### config.mk
export PLATFORM = sky130hd
export DESIGN_NAME = alf_auto_line_feed
export DESIGN_NICKNAME = d
export VERILOG_FILES = /design/src/rtl/alf_pkg.sv /design/src/rtl/alf_auto_line_feed.sv /design/src/rtl/alf_rx_insert.sv
export SDC_FILE = /design/constraint.sdc
export NUM_CORES = 1
export LEC_CHECK = 0
export ABC_AREA = 0
export ABC_CLOCK_PERIOD_IN_PS = 1150
export BUFFER_PORTS_ARGS = -buffer_cell sky130_fd_sc_hd__buf_2
export CAP_MARGIN = 20
export CELL_PAD_IN_SITES_DETAIL_PLACEMENT = 1
export CELL_PAD_IN_SITES_GLOBAL_PLACEMENT = 2
export CORE_UTILIZATION = 17
export CTS_CLUSTER_SIZE = 40
export DETAILED_ROUTE_END_ITERATION = 8
export PLACE_DENSITY_LB_ADDON = 0.1
export SYNTH_ARGS = -nofsm -noshare
export SYNTH_HDL_FRONTEND = slang
export SYNTH_HIERARCHICAL = 1
export SYNTH_SLANG_ARGS = --single-unit
### constraint.sdc
create_clock -name sys_clk_i -period 1.15 [get_ports sys_clk_i]
set_clock_uncertainty 0.1 [all_clocks]
set_input_delay 0.0575 -clock sys_clk_i [delete_from_list [all_inputs] [get_ports sys_clk_i]]
set_output_delay 0.0575 -clock sys_clk_i [all_outputs]
set_load 0.03 [all_outputs]
### src/rtl/alf_pkg.sv
package alf_pkg;

    // Character codes and width
    localparam logic [7:0] CODE_CR       = 8'h0D;
    localparam logic [7:0] CODE_LF       = 8'h0A;
    localparam int         CHAR_W        = 8;

    // Reset values
    localparam logic       RST_TX_BUSY   = 1'b0;
    localparam logic       RST_RX_GATE   = 1'b1;

    typedef enum logic [1:0] {
        ALF_TX_IDLE,
        ALF_TX_CR_SENT,
        ALF_TX_LF_OUT
    } alf_tx_state_e;

    typedef enum logic [1:0] {
        ALF_RX_IDLE,
        ALF_RX_CR_HELD,
        ALF_RX_LF_OUT
    } alf_rx_state_e;

endpackage : alf_pkg

### src/rtl/alf_auto_line_feed.sv
`timescale 1ns/10ps
// What this block does
// - With transmit switch on, a keyboard CR is followed by an LF to UART.
// - With the jumper fitted, each received UART character is checked; a CR gets an LF after it.
// - Receive insertion happens only with the jumper fitted.
// - Jumper never affects transmit insertion; only the switch does.
// - Received LF is driven on the shared buffer data path after the CR.
// - Inserted codes look exactly like ordinary characters or keystrokes.
// - Local mode with both on: one CR gives two LFs at printer.
// - Echo mode: one LF sent; echoed CR adds a receive LF.
// - Transmit switch off: keyboard data and strobe pass straight through.
// - After UART takes CR, block keyboard and send LF with a one-cycle strobe until taken.
// - Received CR with avail, once consumed: gate UART off, drive LF, flag avail.
module alf_auto_line_feed #(
    parameter int W = alf_pkg::CHAR_W
) (
    // Clock and reset
    input  wire logic         sys_clk_i,
    input  wire logic         nrst_i,
    // Option controls
    input  wire logic         transmit_autofeed_switch_i,
    input  wire logic         receive_insert_jumper_i,
    // Keyboard side
    input  wire logic [W-1:0] kbd_data_i,
    input  wire logic         kbd_strobe_i,
    // UART transmitter side
    input  wire logic         uart_tx_accept_n_i,
    output logic [W-1:0]      tx_data_o,
    output logic              generated_keystrobe_o,
    // UART receiver and character buffer side
    input  wire logic         uart_char_avail_n_i,
    input  wire logic         char_consumed_clear_n_i,
    input  wire logic [W-1:0] rx_data_i,
    output logic              uart_output_gate_o,
    output logic              inserted_char_avail_n_o,
    output logic [W-1:0]      rx_data_o,
    output logic              rx_data_oe_o
);

    // ****************************************
    // Transmit insertion
    // ****************************************
    alf_pkg::alf_tx_state_e state;
    alf_pkg::alf_tx_state_e next_state;
    logic                   acc_d;
    logic                   next_acc_d;
    logic                   acc_fall;
    logic                   cr_key;
    logic                   lf_strobe;
    logic                   next_lf_strobe;

    assign next_acc_d = uart_tx_accept_n_i;
    assign acc_fall   = acc_d & ~uart_tx_accept_n_i;
    // Switch alone qualifies the transmit CR
    assign cr_key = transmit_autofeed_switch_i && kbd_strobe_i
                    && kbd_data_i == alf_pkg::CODE_CR[W-1:0];

    always_comb begin
        next_state     = state;
        next_lf_strobe = 1'b0;
        case (state)
            alf_pkg::ALF_TX_IDLE: begin
                if (cr_key) begin
                    next_state = alf_pkg::ALF_TX_CR_SENT;
                end
            end
            alf_pkg::ALF_TX_CR_SENT: begin
                if (acc_fall) begin
                    next_state     = alf_pkg::ALF_TX_LF_OUT;
                    next_lf_strobe = 1'b1;
                end
            end
            alf_pkg::ALF_TX_LF_OUT: begin
                if (acc_fall && !lf_strobe) begin
                    next_state = alf_pkg::ALF_TX_IDLE;
                end
            end
            default: next_state = alf_pkg::ALF_TX_IDLE;
        endcase
    end

    always_ff @(posedge sys_clk_i) begin
        if (!nrst_i) begin
            state     <= alf_pkg::ALF_TX_IDLE;
            acc_d     <= 1'b1;
            lf_strobe <= alf_pkg::RST_TX_BUSY;
        end else begin
            state     <= next_state;
            acc_d     <= next_acc_d;
            lf_strobe <= next_lf_strobe;
        end
    end

    // Keyboard blocked only while LF is out; else pass through
    assign tx_data_o = (state == alf_pkg::ALF_TX_LF_OUT)
                       ? alf_pkg::CODE_LF[W-1:0]
                       : kbd_data_i;
    assign generated_keystrobe_o = (state == alf_pkg::ALF_TX_LF_OUT)
                                   ? lf_strobe
                                   : kbd_strobe_i;

    // ****************************************
    // Receive insertion
    // ****************************************
    alf_rx_insert #(
        .W(W)
    ) u_rx (
        .sys_clk_i              (sys_clk_i),
        .nrst_i                 (nrst_i),
        .receive_insert_jumper_i(receive_insert_jumper_i),
        .uart_char_avail_n_i    (uart_char_avail_n_i),
        .char_consumed_clear_n_i(char_consumed_clear_n_i),
        .rx_data_i              (rx_data_i),
        .uart_output_gate_o     (uart_output_gate_o),
        .inserted_char_avail_n_o(inserted_char_avail_n_o),
        .rx_data_o              (rx_data_o),
        .rx_data_oe_o           (rx_data_oe_o)
    );

    // ****************************************
    // Assertions
    // ****************************************
    tx_cr_catch_a: assert property (@(posedge sys_clk_i) disable iff (!nrst_i)
        (state == alf_pkg::ALF_TX_IDLE && cr_key)
        |=> state == alf_pkg::ALF_TX_CR_SENT)
        else $error("keyboard CR not caught");
    tx_switch_only_a: assert property (@(posedge sys_clk_i)
        disable iff (!nrst_i)
        (state == alf_pkg::ALF_TX_IDLE && !transmit_autofeed_switch_i)
        |=> state == alf_pkg::ALF_TX_IDLE)
        else $error("transmit insert without switch");
    tx_pass_a: assert property (@(posedge sys_clk_i) disable iff (!nrst_i)
        state != alf_pkg::ALF_TX_LF_OUT |-> tx_data_o == kbd_data_i
        && generated_keystrobe_o == kbd_strobe_i)
        else $error("keyboard not passed through");
    tx_lf_strobe_a: assert property (@(posedge sys_clk_i) disable iff (!nrst_i)
        (state == alf_pkg::ALF_TX_CR_SENT && acc_fall)
        |=> generated_keystrobe_o && tx_data_o == 8'h0A
        ##1 !generated_keystrobe_o)
        else $error("LF strobe not one cycle");
    tx_release_a: assert property (@(posedge sys_clk_i) disable iff (!nrst_i)
        (state == alf_pkg::ALF_TX_LF_OUT && acc_fall && !lf_strobe)
        |=> state == alf_pkg::ALF_TX_IDLE)
        else $error("keyboard not released");
    tx_insert_c: cover property (@(posedge sys_clk_i) disable iff (!nrst_i)
        state == alf_pkg::ALF_TX_LF_OUT ##1 state == alf_pkg::ALF_TX_IDLE);
    both_insert_c: cover property (@(posedge sys_clk_i) disable iff (!nrst_i)
        state == alf_pkg::ALF_TX_LF_OUT && !inserted_char_avail_n_o);

endmodule : alf_auto_line_feed

### src/rtl/alf_rx_insert.sv
`timescale 1ns/10ps
module alf_rx_insert #(
    parameter int W = alf_pkg::CHAR_W
) (
    // Clock and reset
    input  wire logic         sys_clk_i,
    input  wire logic         nrst_i,
    // Receive stream
    input  wire logic         receive_insert_jumper_i,
    input  wire logic         uart_char_avail_n_i,
    input  wire logic         char_consumed_clear_n_i,
    input  wire logic [W-1:0] rx_data_i,
    // Insertion outputs
    output logic              uart_output_gate_o,
    output logic              inserted_char_avail_n_o,
    output logic [W-1:0]      rx_data_o,
    output logic              rx_data_oe_o
);

    alf_pkg::alf_rx_state_e state;
    alf_pkg::alf_rx_state_e next_state;
    logic                   clr_d;
    logic                   next_clr_d;
    logic                   clr_rise;

    assign next_clr_d = char_consumed_clear_n_i;
    assign clr_rise   = char_consumed_clear_n_i & ~clr_d;

    always_comb begin
        next_state = state;
        case (state)
            alf_pkg::ALF_RX_IDLE: begin
                if (receive_insert_jumper_i && !uart_char_avail_n_i
                    && rx_data_i == alf_pkg::CODE_CR[W-1:0]) begin
                    next_state = alf_pkg::ALF_RX_CR_HELD;
                end
            end
            alf_pkg::ALF_RX_CR_HELD: begin
                if (clr_rise) begin
                    next_state = alf_pkg::ALF_RX_LF_OUT;
                end
            end
            alf_pkg::ALF_RX_LF_OUT: begin
                if (clr_rise) begin
                    next_state = alf_pkg::ALF_RX_IDLE;
                end
            end
            default: next_state = alf_pkg::ALF_RX_IDLE;
        endcase
    end

    always_ff @(posedge sys_clk_i) begin
        if (!nrst_i) begin
            state <= alf_pkg::ALF_RX_IDLE;
            clr_d <= 1'b1;
        end else begin
            state <= next_state;
            clr_d <= next_clr_d;
        end
    end

    // Gate drops once CR consumed; LF driven as ordinary char
    assign uart_output_gate_o = (state != alf_pkg::ALF_RX_LF_OUT);
    assign rx_data_oe_o       = (state == alf_pkg::ALF_RX_LF_OUT);
    assign inserted_char_avail_n_o =
        (state != alf_pkg::ALF_RX_LF_OUT);
    assign rx_data_o = alf_pkg::CODE_LF[W-1:0];

    // ****************************************
    // Assertions
    // ****************************************
    rx_cr_detect_a: assert property (@(posedge sys_clk_i) disable iff (!nrst_i)
        (state == alf_pkg::ALF_RX_IDLE && receive_insert_jumper_i
         && !uart_char_avail_n_i && rx_data_i == alf_pkg::CODE_CR[W-1:0])
        |=> state == alf_pkg::ALF_RX_CR_HELD)
        else $error("received CR not caught");
    rx_jumper_off_a: assert property (@(posedge sys_clk_i) disable iff (!nrst_i)
        (state == alf_pkg::ALF_RX_IDLE && !receive_insert_jumper_i)
        |=> state == alf_pkg::ALF_RX_IDLE)
        else $error("insertion without jumper");
    rx_lf_drive_a: assert property (@(posedge sys_clk_i) disable iff (!nrst_i)
        !inserted_char_avail_n_o |-> rx_data_oe_o && !uart_output_gate_o
        && rx_data_o == 8'h0A)
        else $error("LF not driven with avail");
    rx_lf_start_a: assert property (@(posedge sys_clk_i) disable iff (!nrst_i)
        (state == alf_pkg::ALF_RX_CR_HELD && clr_rise)
        |=> !inserted_char_avail_n_o)
        else $error("LF not started after clear");
    rx_lf_end_a: assert property (@(posedge sys_clk_i) disable iff (!nrst_i)
        (state == alf_pkg::ALF_RX_LF_OUT && clr_rise)
        |=> uart_output_gate_o && inserted_char_avail_n_o)
        else $error("UART not restored");
    rx_insert_c: cover property (@(posedge sys_clk_i) disable iff (!nrst_i)
        state == alf_pkg::ALF_RX_LF_OUT ##1 state == alf_pkg::ALF_RX_IDLE);

endmodule : alf_rx_insert

==> run metrics, run 1 <==
Hold WS=-8.86 ps; fin crit period=1180 ps; DR WL/cell=10.1 µm; final worst setup slack=-29.4 ps; Seq. cell area=148 µm²; Die Area=0.00309 mm²; failing checks=hold timing, setup timing; post-route antenna net violation count=0; Critical Path End Type=output pin; Avg Inst Size Synth=8.27 µm²; first drt pass iteration count=3; clock-pin slew of the registers on the worst-case setup and hold paths=50 ps; combinational power share=32.2%; crit path launch type=flop; chip width=55.6 µm; global-route wire length before repair=2.37 mm; multi-input logic area=347 µm²; Flop pwr share=35.1%; clock tree buffer depth=2; number of buffers created by CTS=3; Ys Warns=6; Port Buffers=35; root buffer cell=clkbuf_4; Post-Syn Area=488 µm²; Nets=131; initial antenna violation count=0; Clk Latency, worst-skew pair=250 ps; period utilisation layout=103%; Ant. Diodes=0; status=complete, but fails checks; Core Box Area=0.00273 mm²; RSZ-0062 raised after global routing=yes; Routed WL=1.38 mm; worst-path fanout max=6; LEAKAGE=0.432 nW; Max Freq=848 MHz; Setup CP Type=flop to output pin; Clk pwr share=32.7%; worst path arrival time=1020 ps; Fillers=338; Sw Share=30.4%; Placer Congestion=0.666; Vias=562; H-tree level count=1; dpl ws=-61.4 ps; top sig layer=met4; sequential element share of the synthesized area=28.7%; Max Slew Vio Count=0; vias in the first global route=570; HPWL Detailed=986 µm; Rows=19; WL met1=525 µm; DR iter-0 viols=1; Syn-to-layout area delta=85.1%; Synth Instances=59; Starting Density=17.8%; grt ovf=0; clk sinks=7; MaxCap Viol Count=0; HP Class=input port to flop; Die Span Y=55.6 µm; PwrDens=774 mW/mm²; DR vias/cell=4.10; number of distinct library cells after synthesis=25; pin count of the biggest net entering global routing=7; Fin. Hold Viols=1; worst path required time=990 ps; DRC violations left=0; peak supply drop=0.543 mV; CTS tree=done; IO Pins=44; setup violators final=7; WL met3=99 µm; Total GRT Usage=9.85%; net load switching power=0.213 mW; routed wl met2=749 µm; layout cell share with drive strength beyond 1=56.6%; Internal=0.486 mW; flops & latches, synth=7
==> synth_stat cells (all sizes together) <==
library cell	number	area, µm²
a21oi	1	5.00
and2	7	43.8
and3	1	6.26
and3b	1	8.76
and4bb	1	12.5
buf	10	72.6
conb	2	7.51
dfxtp	7	140
inv	2	7.51
nand2	4	15.0
nand2b	6	45.0
nand3b	1	7.51
nand4	2	12.5
nand4b	1	8.76
nor2	2	7.51
nor2b	4	30.0
nor3	1	5.00
nor4b	1	15.0
o21a	1	7.51
o21ai	1	5.00
o22ai	3	25.0
==> cell usage in the layout (no fill, tap or decap), types with 3 or more instances in the layout <==
cell           count
clkbuf_4           3
buf_6              9
buf_4              4
nand2b_4           3
nand2b_1           4
dlygate4sd3_1      8
dfxtp_1            3
dfxtp_2            3
conb_1             8
buf_2             25
and2_4             6
nand2_1            3
==> critical path: stages, from the launching register on <==
cell	delay, ps
dfxtp_2	330
nand2b_4	170
and2_4	140
buf_6	130
==> what timing repair did <==
action / in CTS / in global routing
cloned: 1 / 0
setup endpoints to repair: 12 / 12
endpoints found under the hold margin: 5 / 0
setup buffers: 1 / 0
resized for setup: 31 / 6
hold buffers: 8 / 0
pin swaps: 9 / 2
==> stage by stage <==
stage / setup TNS [ps] / total power [mW] / util (%) / instances / cell area (µm²)
floorplan: 0 / 0.374 / - / 65 / 514
global route: -688 / 0.742 / 33.0 / 137 / 903
finish: -195 / 0.699 / 33.0 / 137 / 903
global placement: -80.6 / 0.418 / 24.5 / 123 / 671
CTS: -346 / 0.710 / 32.5 / 137 / 888
detailed placement: -341 / 0.417 / 24.5 / 123 / 671
==> final timing paths <==
| path | start | to | slack (ps) | depth (start not counted) |
|---|---|---|---|---|
| hold / removal | rx_data_i[7] | u_rx/state[0] | -9 | 4 |
| setup reg to reg | state[0] | state[1] | 20 | 4 |
| setup / recovery | state[0] | tx_data_o[0] | -30 | 3 |
| hold reg to reg | u_rx/state[0] | u_rx/state[0] | 380 | 2 |
==> cells by family (layout without fill, tap and decap cells) <==
| logic type | count (synthesis) | in the layout | synth area share (%) |
|---|---|---|---|
| flip-flops | 7 | 7 | 28.7 |
| AO/OA/AOI/OAI | 6 | 6 | 8.72 |
| AND/OR/NAND/NOR | 32 | 33 | 44.6 |
| other | 2 | 8 | 1.54 |
| buffers and inverters | 12 | 52 | 16.4 |
==> state kept, by name, indices dropped and copies added, names as in the netlist <==
signal      cells
acc_d           1
state           2
u_rx/clr_d      1
lf_strobe       1
u_rx/state      2
==> power groups by stage <==
stage          Clock, mW  Combinational (mW)  Sequential, mW
2_1_floorplan          0               0.122           0.252
3_3_place_gp           0               0.165           0.253
3_5_place_dp           0               0.165           0.253
4_1_cts            0.240               0.222           0.247
5_1_grt            0.257               0.240           0.246
6_report           0.229               0.225           0.245
==> cell type report <==
class	instances	area share, %
clock buffer	4	2.91
inverter	2	0.831
multi-input combinational	47	38.4
sequential	7	16.3
tap	31	4.29
timing repair buffer	46	37.3
==> per-layer routing <==
metal | global-route usage [%] | vias up
met5 | 0 | -
met4 | 2.14 | 0
met3 | 4.19 | 2
met2 | 19.1 | 27
met1 | 9.51 | 253
li1 | - | 280
Note: power is estimated with default switching activity, not from simulation.
==> run 2, diff against run 1 <==
--- a/config.mk
+++ b/config.mk
@@ -14,7 +14,7 @@
 export CORE_UTILIZATION = 17
 export CTS_CLUSTER_SIZE = 40
 export DETAILED_ROUTE_END_ITERATION = 8
-export PLACE_DENSITY_LB_ADDON = 0.1
+export PLACE_DENSITY = 0.76
 export SYNTH_ARGS = -nofsm -noshare
 export SYNTH_HDL_FRONTEND = slang
 export SYNTH_HIERARCHICAL = 1
==> run metrics, run 2 (synthesis results as in run 1) <==
clock-pin slew of the registers on the worst-case setup and hold paths=50 ps; Vias=561; setup TNS=-281 ps; Core Box Area=0.00273 mm²; CTS tree=done; worst-path fanout max=5; grt ovf=0; Placer Congestion=0.660; worst path required time=990 ps; Total GRT Usage=10.3%; multi-input logic area=345 µm²; DR WL/cell=10.5 µm; most frequent cells in the layout=25 x buf_2, 10 x dlygate4sd3_1, 9 x buf_6; period utilisation layout=104%; crit path launch type=flop; Max Freq=832 MHz; post-layout util=33.5%; DRC violations left=0; setup violators final=7; chip width=55.6 µm; Final Power=0.700 mW; Critical Path End Type=output pin; Setup CP Type=flop to output pin; routing usage on met1=9.13%; Worst R2R Setup Slack=60 ps; failing checks=setup timing; worst r2r src=state[0]; peak supply drop=0.547 mV; Port Buffers=35; met2 Resource Use GR=20.8%; IO Pins=44; pin count of the biggest net entering global routing=7; r2r endpoint=state[0]; RSZ-0062 raised after global routing=yes; GRT Max-Usage Layer=met2; final worst setup slack=-51.4 ps; H-tree level count=1; HPWL Detailed=1.05 mm; Seq. cell area=148 µm²; initial antenna violation count=0; clk sinks=7; fin crit period=1200 ps; leading registers by flop count=state: 2 flops, u_rx/state: 2 flops; DR vias/cell=4.07; global-route wire length before repair=2.46 mm; DR iter-0 viols=9; Syn-to-layout area delta=87.4%; clock tree buffer depth=2; HP Class=input port to flop; post-route antenna net violation count=0; Die Span Y=55.6 µm; Ant. Diodes=0; most common cell after layout, fill and taps aside=buf_2; dpl ws=-48.5 ps; root buffer cell=clkbuf_4; LEAKAGE=0.437 nW; first drt pass iteration count=2; Fin. Hold Viols=0; vias in the first global route=587; Routed WL=1.45 mm; hold path cells=3; Die Area=0.00309 mm²; Starting Density=17.8%; Nets=132; GRT met3 Usage=4.65%; layout cell share with drive strength beyond 1=56.1%; status=complete, but fails checks; Rows=19; Clk Latency, worst-skew pair=250 ps; min-delay src=kbd_data_i[0]; number of buffers created by CTS=3; Fillers=337; Max Slew Vio Count=0; worst path arrival time=1040 ps; FF-to-FF path depth=3; Hold WS=21.7 ps; WHS Endpoint=state[0]; MaxCap Viol Count=0; PwrDens=766 mW/mm²
## run 2: cell types whose count changed in the layout (fill, tap and decap cells not counted)
cell,previous run,this run
buf_4,4,3
dlygate4sd3_1,8,10
nand2b_1,4,3
nand2b_4,3,4
nor4b_2,0,1
nor4b_4,1,0
## run 2: layer usage
layer  share of wire [%]  up-vias
met1                  35      250
met4                   0        0
met2                  56       35
li1                    -      276
met5                   0        -
met3                 9.5        0
## run 2: final cells by class
| type | count | share of cell area (%) |
|---|---|---|
| clock buffer | 4 | 2.87 |
| timing repair buffer | 47 | 38.2 |
| inverter | 2 | 0.821 |
| multi-input combinational | 47 | 37.8 |
| tap | 31 | 4.24 |
| sequential | 7 | 16.1 |
## run 2: critical path, cell delays in order, from the launching register on
cell and delay [ps]:
dfxtp_2 330, nand2b_4 170, and2_4 160, buf_6 130
## run 2: repair_timing
action                                 in CTS  in global routing
pin swaps                                   7                  2
endpoints found under the hold margin       5                  0
gates resized for setup                    32                  5
setup endpoints to repair                  13                 11
hold buffers                               10                  0
buffers inserted                            1                  0
cloned                                      1                  0
## run 2: power breakdown
part / switching, mW / total [mW] / internal [mW]
Sequential: 0.00123 / 0.245 / 0.244
Clock: 0.0920 / 0.224 / 0.132
Combinational: 0.117 / 0.231 / 0.114
## run 2: stage by stage
stage	cells	area (µm²)
detailed placement	122	663
finish	138	915
floorplan	65	514
global route	138	915
CTS	138	897
global placement	122	663
## run 2: worst max-delay path by stage
| stage | from | end | slack [ps] |
|---|---|---|---|
| floorplan | state[0] | tx_data_o[0] | 50 |
| global placement | state[0] | generated_keystrobe_o | -2 |
| detailed placement | state[0] | generated_keystrobe_o | -50 |
| CTS | state[0] | tx_data_o[6] | -60 |
| global route | state[0] | generated_keystrobe_o | -110 |
| finish | state[0] | tx_data_o[7] | -50 |
==> run 3, diff against run 2 <==
--- a/config.mk
+++ b/config.mk
@@ -15,6 +15,7 @@
 export CTS_CLUSTER_SIZE = 40
 export DETAILED_ROUTE_END_ITERATION = 8
 export PLACE_DENSITY = 0.76
+export RECOVER_POWER = 50
 export SYNTH_ARGS = -nofsm -noshare
 export SYNTH_HDL_FRONTEND = slang
 export SYNTH_HIERARCHICAL = 1
==> run metrics, run 3 (synthesis results as in run 1) <==
CTS tree=done; GRT Max-Usage Layer=met2; DR WL/cell=10.5 µm; H-tree level count=1; Die Span Y=55.6 µm; Die Area=0.00309 mm²; HP Class=input port to flop; multi-input logic area=345 µm²; DR vias/cell=4.07; worst-path fanout max=5; Fillers=335; Total GRT Usage=10.3%; Port Buffers=35; status=complete, but fails checks; Seq. cell area=148 µm²; setup violators final=7; Max Slew Vio Count=0; Vias=561; Core Box Area=0.00273 mm²; crit path launch type=flop; DR iter-0 viols=9; RSZ-0062 raised after global routing=yes; cell total after placement=122; post-layout util=33.4%; Clk Latency, worst-skew pair=250 ps; fin crit period=1200 ps; MaxCap Viol Count=0; Nets=132; GRT met3 Usage=4.65%; global-route wire length before repair=2.46 mm; Syn-to-layout area delta=87.2%; Routed WL=1.45 mm; Rows=19; worst path required time=990 ps; number of buffers created by CTS=3; DRC violations left=0; clk sinks=7; period utilisation layout=104%; setup TNS=-281 ps; root buffer cell=clkbuf_4; met2 Resource Use GR=20.8%; Fin. Hold Viols=0; clock tree buffer depth=2; grt ovf=0; final worst setup slack=-51.4 ps; Final Power=0.700 mW; most frequent cells in the layout=24 x buf_2, 10 x dlygate4sd3_1, 9 x buf_6; pin count of the biggest net entering global routing=7; worst path arrival time=1040 ps; post-route antenna net violation count=0; IO Pins=44; Post-DP Area=663 µm²; layout cell share with drive strength beyond 1=55.1%; PwrDens=766 mW/mm²; Finished Layout Cells=138; LEAKAGE=0.434 nW; final instance area=913 µm²; initial antenna violation count=0; Ant. Diodes=0; Placer Congestion=0.660; vias in the first global route=587; dpl ws=-48.5 ps; leading registers by flop count=state: 2 flops, u_rx/state: 2 flops; first drt pass iteration count=2; Hold WS=21.7 ps; Max Freq=832 MHz; chip width=55.6 µm; Critical Path End Type=output pin; peak supply drop=0.547 mV; HPWL Detailed=1.05 mm; routing usage on met1=9.13%; Starting Density=17.8%; clock-pin slew of the registers on the worst-case setup and hold paths=50 ps; failing checks=setup timing; Setup CP Type=flop to output pin; most common cell after layout, fill and taps aside=buf_2
run 3: final timing paths:
| check | startpoint | to | slack, ps | cells past startpoint |
|---|---|---|---|---|
| max | state[0] | tx_data_o[7] | -50 | 3 |
| min | kbd_data_i[0] | state[0] | 20 | 3 |
| max reg2reg | state[0] | state[0] | 60 | 3 |
| min reg2reg | u_rx/state[0] | u_rx/state[0] | 370 | 2 |
run 3: power breakdown:
group | internal (mW) | switching [mW]
clock network | 0.132 | 0.0920
registers | 0.244 | 0.00123
logic | 0.113 | 0.117
total | 0.490 | 0.210
run 3: layout make-up:
| class | count | area share (%) |
|---|---|---|
| tap | 31 | 4.25 |
| clock buffer | 4 | 2.88 |
| timing repair buffer | 47 | 38.1 |
| inverter | 2 | 0.822 |
| sequential | 7 | 16.2 |
| multi-input combinational | 47 | 37.8 |
run 3: repair_timing:
| action | 4_1_cts | 5_1_grt |
|---|---|---|
| buffers inserted | 1 | 0 |
| endpoints found under the hold margin | 5 | 0 |
| gates resized for setup | 32 | 5 |
| pin swaps | 7 | 2 |
| endpoints found under the setup margin | 13 | 11 |
| hold buffers | 10 | 0 |
| cloned | 1 | 0 |
run 3: routing by layer:
metal  share of wire, %  vias up
met5                  0        -
met4                  0        0
met3                9.4        0
met2                 56       35
met1                 35      250
li1                   -      276
run 3: critical path, cell delays in order, from the launching register on:
cell and delay, ps:
dfxtp_2 330, nand2b_4 170, and2_4 160, buf_6 130
